[src/logic/sfe_pkg.sv]
// Shared constants and types of the serial transfer format engine
package sfe_pkg;
  localparam int DW   = 16;
  localparam int NCS  = 4;
  localparam int NSET = 2;
  localparam int BW   = 4;
  localparam int EW   = 6;
  localparam logic [DW-1:0] RST_WORD  = 16'h0000;
  localparam logic [3:0]    TOP_BIT   = 4'hf;
  localparam logic [EW-1:0] EDGE_ONE  = 6'h01;
  localparam logic [EW-1:0] EDGE_TWO  = 6'h02;
  localparam logic [EW-1:0] EDGE_MODS = 6'h03;
  localparam logic [15:0]   CNT_ONE   = 16'h0001;
  localparam logic [15:0]   FREE_GAP_TICKS = 16'h0002;
  localparam logic [1:0]    SMPL_0    = 2'h0;
  localparam logic [1:0]    SMPL_1    = 2'h1;
  localparam logic [1:0]    SMPL_2    = 2'h2;
  localparam logic [1:0]    SMPL_BAD  = 2'h3;
  localparam logic [2:0]    SYNC_RST  = 3'h3;

  typedef struct packed {
    logic [DW-1:0]  data;
    logic [BW-1:0]  bits_m1;
    logic [NCS-1:0] sel;
    logic           keep;
    logic           eoq;
    logic [0:0]     set;
  } sfe_cmd_t;

  typedef struct packed {
    logic       cpol;
    logic       cpha;
    logic [7:0] half;
    logic [7:0] csc;
    logic [7:0] asc;
    logic [15:0] dt;
  } sfe_attr_t;

  typedef enum logic [6:0] {
    S_IDLE = 7'h01,
    S_POL  = 7'h02,
    S_CSC  = 7'h04,
    S_XFER = 7'h08,
    S_LATE = 7'h10,
    S_ASC  = 7'h20,
    S_DT   = 7'h40
  } sfe_state_t;
endpackage

[src/logic/sfe_engine.sv]
// Serial transfer format engine: master sequencing and slave response
// Behaviour
// - Classic phase one: drive odd, sample even edges
// - Master asserts select, waits, first edge with data
// - After-clock delay, deselect, then after-transfer delay
// - Phase one flags and counter on last edge
// - Modified phase zero: data at select, odd edges
// - Modified phase zero master drives one cycle later
// - Sample delay field: zero, one, two cycles
// - Modified phase one: master samples odd from third
// - Last bit sampled half period later, no edge without free clock
// - Without keep, selects return to idle levels
// - Keep with same select: stays asserted, no deselect
// - Kept-select gap is after plus select delay
// - Keep with different selects acts as clear, except with free clock
// - Slave clocked with empty queue flags underflow
// - Polarity change one cycle before select asserts
// - Free clock runs always in master mode, phase one only
// - Free clock: no select delays, one-period gap
// - Free clock starts at set zero, then takes each command's set
// - Phase decides data before or on first edge
// - Modified enable picks late sampling formats
`timescale 1ns/100ps
`default_nettype none
module sfe_engine (
  input  wire logic                                 clk_sys_i,
  input  wire logic                                 nrst_i,
  input  wire logic                                 master_mode_i,
  input  wire logic                                 modified_format_enable_i,
  input  wire logic [1:0]                           master_sample_delay_i,
  input  wire logic                                 free_running_clock_enable_i,
  input  wire logic [sfe_pkg::NCS-1:0]              select_idle_levels_i,
  input  wire sfe_pkg::sfe_attr_t [sfe_pkg::NSET-1:0] attr_i,
  input  wire logic                                 cmd_valid_i,
  input  wire sfe_pkg::sfe_cmd_t                    cmd_i,
  input  wire logic                                 slave_clock_i,
  input  wire logic                                 slave_select_n_i,
  input  wire logic                                 serial_data_in_i,
  input  wire logic                                 underflow_clear_i,
  output logic                                      cmd_pop_o,
  output logic                                      serial_clock_o,
  output logic [sfe_pkg::NCS-1:0]                   chip_select_line_o,
  output logic                                      serial_data_out_o,
  output logic                                      frame_done_flag_o,
  output logic                                      end_of_queue_flag_o,
  output logic [sfe_pkg::DW-1:0]                    rx_data_o,
  output logic                                      rx_valid_o,
  output logic [7:0]                                receive_entry_counter_o,
  output logic                                      transmit_underflow_o
);
  import sfe_pkg::*;

  logic [1:0]     rst_sy;
  logic           rst_n;
  logic [2:0]     sy0, sy1, sy2, lv, next_lv;
  sfe_state_t     st, next_st;
  sfe_cmd_t       cmdr, next_cmdr;
  logic [DW-1:0]  tx, next_tx, rx, next_rx, rxd, next_rxd;
  logic [15:0]    cnt, next_cnt;
  logic [7:0]     tk, next_tk, rcnt, next_rcnt;
  logic [EW-1:0]  edge_n, next_edge, e, nedges;
  logic [BW:0]    nrx, next_nrx;
  logic [NCS-1:0] cs, next_cs, act;
  logic [1:0]     smp, next_smp;
  logic [0:0]     cur, next_cur;
  logic sck, next_sck, sdo, next_sdo, pop, next_pop, done, next_done;
  logic eoq, next_eoq, rxv, next_rxv, uf, next_uf, loaded, next_loaded;
  logic drv, next_drv, free_d;
  sfe_attr_t a;
  logic free, mod, cpha, run, tick, fire, trig, smp_now, take, pre;
  logic sedge, ssel, ss_fall, sin;

  always_ff @(posedge clk_sys_i or negedge nrst_i) begin
    if (!nrst_i) begin
      rst_sy <= 2'h0;
    end else begin
      rst_sy <= {rst_sy[0], 1'b1};
    end
  end
  assign rst_n = rst_sy[1];

  always_comb begin
    free = free_running_clock_enable_i;
    mod = modified_format_enable_i;
    a = master_mode_i ? attr_i[cur] : attr_i[0];
    cpha = master_mode_i ? (a.cpha | free) : a.cpha;
    nedges = {1'b0, cmdr.bits_m1, 1'b0} + EDGE_TWO;
    act = select_idle_levels_i ^ cmdr.sel;
    run = master_mode_i && (free || st == S_XFER);
    tick = run && ((tk + 8'h01) >= a.half);
    next_tk = (!run || tick) ? 8'h00 : tk + 8'h01;
    next_lv = (sy1 & sy2) | (lv & (sy1 ^ sy2));
    sin = lv[2];
    ssel = !lv[1];
    sedge = next_lv[0] ^ lv[0];
    ss_fall = lv[1] & ~next_lv[1];
    next_st = st;
    next_cmdr = cmdr;
    {next_tx, next_rx, next_rxd, next_cnt, next_edge, next_nrx} = {tx, rx, rxd, cnt, edge_n, nrx};
    {next_cs, next_sck, next_sdo, next_rcnt, next_loaded} = {cs, sck, sdo, rcnt, loaded};
    next_cur = (free && !free_d) ? 1'b0 : cur;
    {next_pop, next_done, next_eoq, next_rxv, next_drv} = 5'h00;
    next_uf = uf & ~underflow_clear_i;
    {take, pre, fire, trig} = 4'h0;
    e = edge_n + EDGE_ONE;
    if (master_mode_i) begin
      if (free && tick) begin
        next_sck = ~sck;
      end
      case (st)
        S_IDLE: begin
          if (cmd_valid_i) begin
            take = 1'b1;
            next_st = S_POL;
            if (!free) begin
              next_sck = attr_i[cmd_i.set].cpol;
            end
          end
        end
        S_POL: begin
          if (!free) begin
            next_cs = act;
            pre = 1'b1;
            next_cnt = {8'h00, a.csc};
            next_st = S_CSC;
          end else if (tick && sck != a.cpol) begin
            next_cs = act;
            next_st = S_XFER;
          end
        end
        S_CSC: begin
          if (cnt <= CNT_ONE) begin
            fire = 1'b1;
            next_st = S_XFER;
          end else begin
            next_cnt = cnt - CNT_ONE;
          end
        end
        S_XFER: fire = tick;
        S_LATE: begin
          if (cnt <= CNT_ONE) begin
            trig = 1'b1;
            next_st = free ? S_DT : S_ASC;
            next_cnt = free ? FREE_GAP_TICKS : {8'h00, a.asc};
            if (free && !cmdr.keep) begin
              next_cs = select_idle_levels_i;
            end
          end else begin
            next_cnt = cnt - CNT_ONE;
          end
        end
        S_ASC: begin
          if (cnt > CNT_ONE) begin
            next_cnt = cnt - CNT_ONE;
          end else if (cmd_valid_i && cmdr.keep && cmd_i.sel == cmdr.sel) begin
            take = 1'b1;
            pre = 1'b1;
            next_cnt = {8'h00, a.csc};
            next_st = S_CSC;
          end else begin
            next_cs = select_idle_levels_i;
            next_cnt = a.dt;
            next_st = S_DT;
          end
        end
        S_DT: begin
          if (free) begin
            if (tick && cnt <= CNT_ONE) begin
              next_st = cmd_valid_i ? S_XFER : S_IDLE;
              next_cs = cmd_valid_i ? (select_idle_levels_i ^ cmd_i.sel) : select_idle_levels_i;
              take = cmd_valid_i;
            end else if (tick) begin
              next_cnt = cnt - CNT_ONE;
            end
          end else if (cnt <= CNT_ONE) begin
            next_st = S_IDLE;
          end else begin
            next_cnt = cnt - CNT_ONE;
          end
        end
        default: next_st = S_IDLE;
      endcase
    end else begin
      next_st = S_IDLE;
      next_cs = select_idle_levels_i;
      next_sck = a.cpol;
      if (ss_fall) begin
        next_edge = '0;
        if (!loaded && cmd_valid_i) begin
          take = 1'b1;
          pre = 1'b1;
        end
      end
      if (ssel && sedge) begin
        fire = 1'b1;
        if (!loaded) begin
          next_uf = 1'b1;
        end
      end
    end
    if (fire) begin
      next_edge = e;
      if (master_mode_i && !free) begin
        next_sck = ~sck;
      end
      if (cpha) begin
        if (e[0]) begin
          next_sdo = tx[DW-1];
          next_tx = tx << 1;
          trig = master_mode_i && mod && e >= EDGE_MODS;
        end else begin
          trig = !(master_mode_i && mod);
        end
      end else if (e[0]) begin
        trig = 1'b1;
        if (mod && master_mode_i) begin
          next_drv = 1'b1;
        end else if (mod) begin
          next_sdo = tx[DW-1];
          next_tx = tx << 1;
        end
      end else if (!mod) begin
        next_sdo = tx[DW-1];
        next_tx = tx << 1;
      end
      if (e == nedges) begin
        next_done = 1'b1;
        next_eoq = master_mode_i & cmdr.eoq;
        next_rcnt = rcnt + 8'h01;
        // Master frames must not leave an entry marked as loaded for slave use
        next_loaded = 1'b0;
        if (!master_mode_i) begin
          next_edge = '0;
          take = cmd_valid_i;
          pre = cmd_valid_i;
        end else if (mod && cpha) begin
          next_st = S_LATE;
          next_cnt = {8'h00, a.half};
        end else if (free) begin
          next_st = S_DT;
          next_cnt = FREE_GAP_TICKS;
          if (!cmdr.keep) begin
            next_cs = select_idle_levels_i;
          end
        end else begin
          next_st = S_ASC;
          next_cnt = {8'h00, a.asc};
        end
      end
    end
    if (drv) begin
      next_sdo = tx[DW-1];
      next_tx = tx << 1;
    end
    smp_now = (trig && (!master_mode_i || !mod || master_sample_delay_i == SMPL_0
              || master_sample_delay_i == SMPL_BAD)) || (smp[0] && master_sample_delay_i == SMPL_1)
              || smp[1];
    next_smp = {smp[0] && master_sample_delay_i == SMPL_2,
                trig && master_mode_i && mod && (master_sample_delay_i == SMPL_1
                || master_sample_delay_i == SMPL_2)};
    if (smp_now) begin
      next_rx = {rx[DW-2:0], sin};
      next_nrx = nrx + 5'h01;
      if (next_nrx == {1'b0, cmdr.bits_m1} + 5'h01) begin
        next_rxd = next_rx;
        next_rxv = 1'b1;
        next_nrx = 5'h00;
      end
    end
    if (take) begin
      next_cmdr = cmd_i;
      next_tx = cmd_i.data << (TOP_BIT - cmd_i.bits_m1);
      next_pop = 1'b1;
      next_loaded = 1'b1;
      next_nrx = 5'h00;
      next_edge = '0;
      if (master_mode_i) begin
        next_cur = cmd_i.set;
      end
    end
    if (pre && !cpha) begin
      next_sdo = next_tx[DW-1];
      next_tx = next_tx << 1;
    end
  end

  always_ff @(posedge clk_sys_i or negedge rst_n) begin
    if (!rst_n) begin
      {sy0, sy1, sy2, lv} <= {4{SYNC_RST}};
      st <= S_IDLE;
      cmdr <= '0;
      {tx, rx, rxd} <= {3{RST_WORD}};
      {cnt, tk, rcnt, edge_n, nrx, smp, cur} <= '0;
      cs <= '0;
      {sck, sdo, pop, done, eoq, rxv, uf, loaded, drv, free_d} <= '0;
    end else begin
      sy0 <= {serial_data_in_i, slave_select_n_i, slave_clock_i};
      sy1 <= sy0;
      sy2 <= sy1;
      lv <= next_lv;
      st <= next_st;
      cmdr <= next_cmdr;
      {tx, rx, rxd} <= {next_tx, next_rx, next_rxd};
      {cnt, tk, rcnt, edge_n, nrx, smp, cur} <= {next_cnt, next_tk, next_rcnt, next_edge, next_nrx, next_smp, next_cur};
      cs <= next_cs;
      {sck, sdo, pop, done, eoq, rxv, uf, loaded, drv, free_d} <=
        {next_sck, next_sdo, next_pop, next_done, next_eoq, next_rxv, next_uf, next_loaded, next_drv, free};
    end
  end

  assign {cmd_pop_o, serial_clock_o, chip_select_line_o, serial_data_out_o} = {pop, sck, cs, sdo};
  assign {frame_done_flag_o, end_of_queue_flag_o, rx_data_o, rx_valid_o} = {done, eoq, rxd, rxv};
  assign {receive_entry_counter_o, transmit_underflow_o} = {rcnt, uf};
endmodule
`default_nettype wire

[config.mk]
export PLATFORM = sky130hd
export DESIGN_NAME = sfe_engine
export DESIGN_NICKNAME = d
export VERILOG_FILES = /design/src/logic/sfe_pkg.sv /design/src/logic/sfe_engine.sv
export SDC_FILE = /design/constraint.sdc
export NUM_CORES = 1
export LEC_CHECK = 0
export BUFFER_PORTS_ARGS = -buffer_cell sky130_fd_sc_hd__buf_4
export CORE_MARGIN = 8
export CORE_UTILIZATION = 58
export CTS_CLUSTER_DIAMETER = 120
export DETAILED_ROUTE_END_ITERATION = 8
export PLACE_DENSITY = 0.92
export SLEW_MARGIN = 40
export SYNTH_ARGS = -nofsm -noshare
export SYNTH_HDL_FRONTEND = slang
export SYNTH_SLANG_ARGS = --single-unit
[constraint.sdc]
create_clock -name clk_sys_i -period 5.6 [get_ports clk_sys_i]
set_clock_uncertainty 0.2 [all_clocks]
set_input_delay 0.84 -clock clk_sys_i [delete_from_list [all_inputs] [get_ports clk_sys_i]]
set_output_delay 0.84 -clock clk_sys_i [all_outputs]
set_load 0.01 [all_outputs]
==> summary.md <==
| Metric | Value |
|---|---|
| Die X | 149 µm |
| Post_cts resized | 0 |
| Slew HR | 0.442 |
| Layout area overhead | 18.4% |
| Async SR Flop Fraction | 1.00 |
| Worst slew pin tran | 0.832 ns |
| Gr ovfl total | 0 |
| Fin crit share | 0.891 |
| Max_cap viols | 0 |
| Tot GR Track Use | 0.297 |
| Clk sinks | 138 |
| Initial Utilization | 0.594 |
| Port Buf Inserts | 161 |
| TritonCTS clock tree | done |
| DR vias/cell | 6.90 |
| 1st-iter DRT viols | 1725 |
| RSZ-0062 raised after global routing | false |
| Pwr/cell area | 335 nW/µm² |
| Max VDD drop | 0.291 mV |
| Largest net degree at the start of global routing | 82 |
| Post-synth EDFFs | 0 |
| Slew Viols, Final | 0 |
| Share of layout cells above drive strength 1 | 0.233 |
| Class of the worst hold path | reg2reg |
| CP max stage delay | 0.79 ns |
| Yosys warns | 0 |
| Clock group share of total power | 0.300 |
| Hold Fails Final Rpt | 0 |
| Fin crit period | 4.99 ns |
| Final RePlAce weighted congestion | 0.953 |
| Footprint of the multi-input gates | 6340 µm² |
| Sequential share of the synthesized area | 0.337 |
| Worst Path Arrival | 5.11 ns |
| Routed WL | 33600 µm |
| Synth Register Bits | 138 |
| Critical Path End Type | flop |
| Cell Chain, Critical Path | nand2_2, mux2i_1, ha_1, a21oi_1, o21ai_1, and3_4, a221o_1, o21ai_4, clkinv_4, a211o_1, or4_1, a22o_1 |
| Die H | 149 µm |
| Syn Area/Cell | 8.67 µm² |
| Leakage | 5.55 nW |
| Top-level port count | 162 |
| Wirelength per Cell | 21.9 µm |
| Post-Syn Nets | 1335 |
| Worst Path Max Fanout | 21 |
| Row count | 48 |
| Drt pass-1 iters | 7 |
| Crit path launch type | flop |
| Worst-path clk slew | 0.06 ns |
| Core area | 17300 µm² |
| Crit Path Class | reg2reg |
| Post-Place Cell Area | 11500 µm² |
| FILL cells | 1282 |
| Vias in the first global route | 10.5k |
| Switching share of power | 0.384 |
| Initial antenna violation count | 0 |
| Final Instance Area | 12200 µm² |
| Number of distinct library cells after synthesis | 90 |
| Synthesized area | 10300 µm² |
| Area occupied by registers | 3470 µm² |
| DRC viols | 0 |
| Ant. Diodes | 0 |
| Die footprint | 22200 µm² |
| Vias | 10.6k |
| Final setup viols | 0 |
| Worst Path Buf+Inv | 1 |
| Commonest non-fill, non-tap cell in the layout | buf_4 |
| CP delay by family, top | compound AO/OA/AOI/OAI gates |
| Top_reg_cell synth | dfrtp_1 |
| Htree depth | 4 |
| Layout net count | 1448 |
| CP max-delay cell | dfrtp_1 |
| Post-route ant nets | 0 |
| Fmax | 200 MHz |
| Internal | 2.51 mW |
| Setup TNS | 0 ns |
| First-pass GRT wire length | 54100 µm |
| CTS buffer count | 17 |
| Syn Inst Count | 1185 |
| Psw | 1.56 mW |
| Most frequent cells in the layout | 172 x buf_4, 128 x dfrtp_1, 118 x nand2_1 |
| Status | finished, final reports clean |
| Hpwl dp | 23800 µm |
| Clock Path Buffers | 2 |
| CP Data Required Time | 5.72 ns |
| Gate power share | 0.362 |
| Register share of total power | 0.338 |
| Worst skew pair latency | 0.43 ns |
| Clock root cell | clkbuf_16 |
power by group through the flow:
stage	Combinational, mW	Sequential [mW]	Clock (mW)
finish	1.47	1.38	1.22
global route	1.59	1.39	1.26
CTS	1.43	1.36	1.22
detailed placement	1.40	1.37	0
global placement	1.34	1.36	0
floorplan	1.06	1.30	0
state kept, by name (all words and copies together), names as in the netlist, 2 cells and up:
name,count
chip_select_line_o,4
cmdr,10
cnt,16
edge_n,6
lv,3
nrx,5
receive_entry_counter_o,8
rst_sy,2
rx,15
rx_data_o,16
smp,2
st,7
sy0,3
sy1,3
sy2,3
tk,8
tx,16
metal layers:
metal | global-route usage | vias up | part of all wire | routed length [µm]
li1 | - | 4666 | - | -
met1 | 0.357 | 4957 | 0.36 | 12100
met2 | 0.492 | 785 | 0.49 | 16400
met3 | 0.0583 | 196 | 0.10 | 3420
met4 | 0.169 | 0 | 0.050 | 1680
met5 | 0 | - | 0 | 0
cell type report:
cell class,instances,share of cell area
inverter,32,0.0103
clock inverter,13,0.0157
multi-input combinational,935,0.521
timing repair buffer,174,0.108
tap,225,0.0231
clock buffer,19,0.0364
sequential,138,0.285
cells by family (layout without fill, tap and decap cells):
group | count (synthesis) | in the layout | synth area share
xor+xnor | 42 | 42 | 0.0385
flops | 138 | 138 | 0.337
fa+ha+maj | 23 | 23 | 0.0280
simple gates | 397 | 397 | 0.189
other cells | 1 | 1 | 0.000365
buf+inv | 112 | 238 | 0.0474
mux | 106 | 106 | 0.119
compound gates | 366 | 366 | 0.241
through the flow:
step	hold slack, ns	setup slack, ns	util	total power [mW]	cells
finish	0.151	0.610	0.703	4.07	1536
global route	0.158	0.425	0.703	4.24	1536
CTS	0.152	0.713	0.702	4.01	1536
detailed placement	0.137	0.644	0.665	2.77	1503
global placement	0.131	0.735	0.665	2.71	1503
floorplan	0.131	0.150	-	2.35	1185
what timing repair did:
item	in CTS	in global routing
hold buffers	1	0
hold endpoints to repair	2	0
setup buffers	0	0
path summary, 6_finish.rpt:
path                            startpoint                     to  slack, ns  depth (start not counted)
max in group asynchronous        rst_sy[1]                  st[2]       3.80                          1
worst min-delay path                sy0[2]                 sy1[2]       0.15                          0
worst max-delay path                   cur  chip_select_line_o[3]       0.61                         12
worst min register to register      sy0[2]                 sy1[2]       0.15                          0
worst max register to register         cur  chip_select_line_o[3]       0.61                         12
min in group asynchronous        rst_sy[1]                  lv[2]       0.19                          0
cells in the mapped netlist, types with 9 or more instances:
master / number / area share
o21ai_0: 75 / 0.037
o22ai_1: 16 / 0.0097
inv_1: 26 / 0.0095
clkbuf_1: 55 / 0.020
ha_1: 23 / 0.028
o211ai_1: 29 / 0.021
nor2_1: 91 / 0.033
nor3_1: 18 / 0.0088
a21oi_1: 87 / 0.042
nand3_1: 61 / 0.030
mux2i_1: 43 / 0.042
a22oi_1: 14 / 0.010
a32oi_1: 11 / 0.0094
mux2_2: 56 / 0.061
a211oi_1: 15 / 0.011
and3_1: 22 / 0.013
xnor2_1: 19 / 0.016
a21o_1: 9 / 0.0066
dfstp_2: 9 / 0.023
buf_2: 10 / 0.0049
nor2b_1: 12 / 0.0073
nand2b_1: 14 / 0.0085
a31oi_1: 16 / 0.0097
dfrtp_1: 129 / 0.31
xor2_1: 21 / 0.018
nand2_1: 120 / 0.044
No activity file was read; power rests on OpenSTA's default activity.
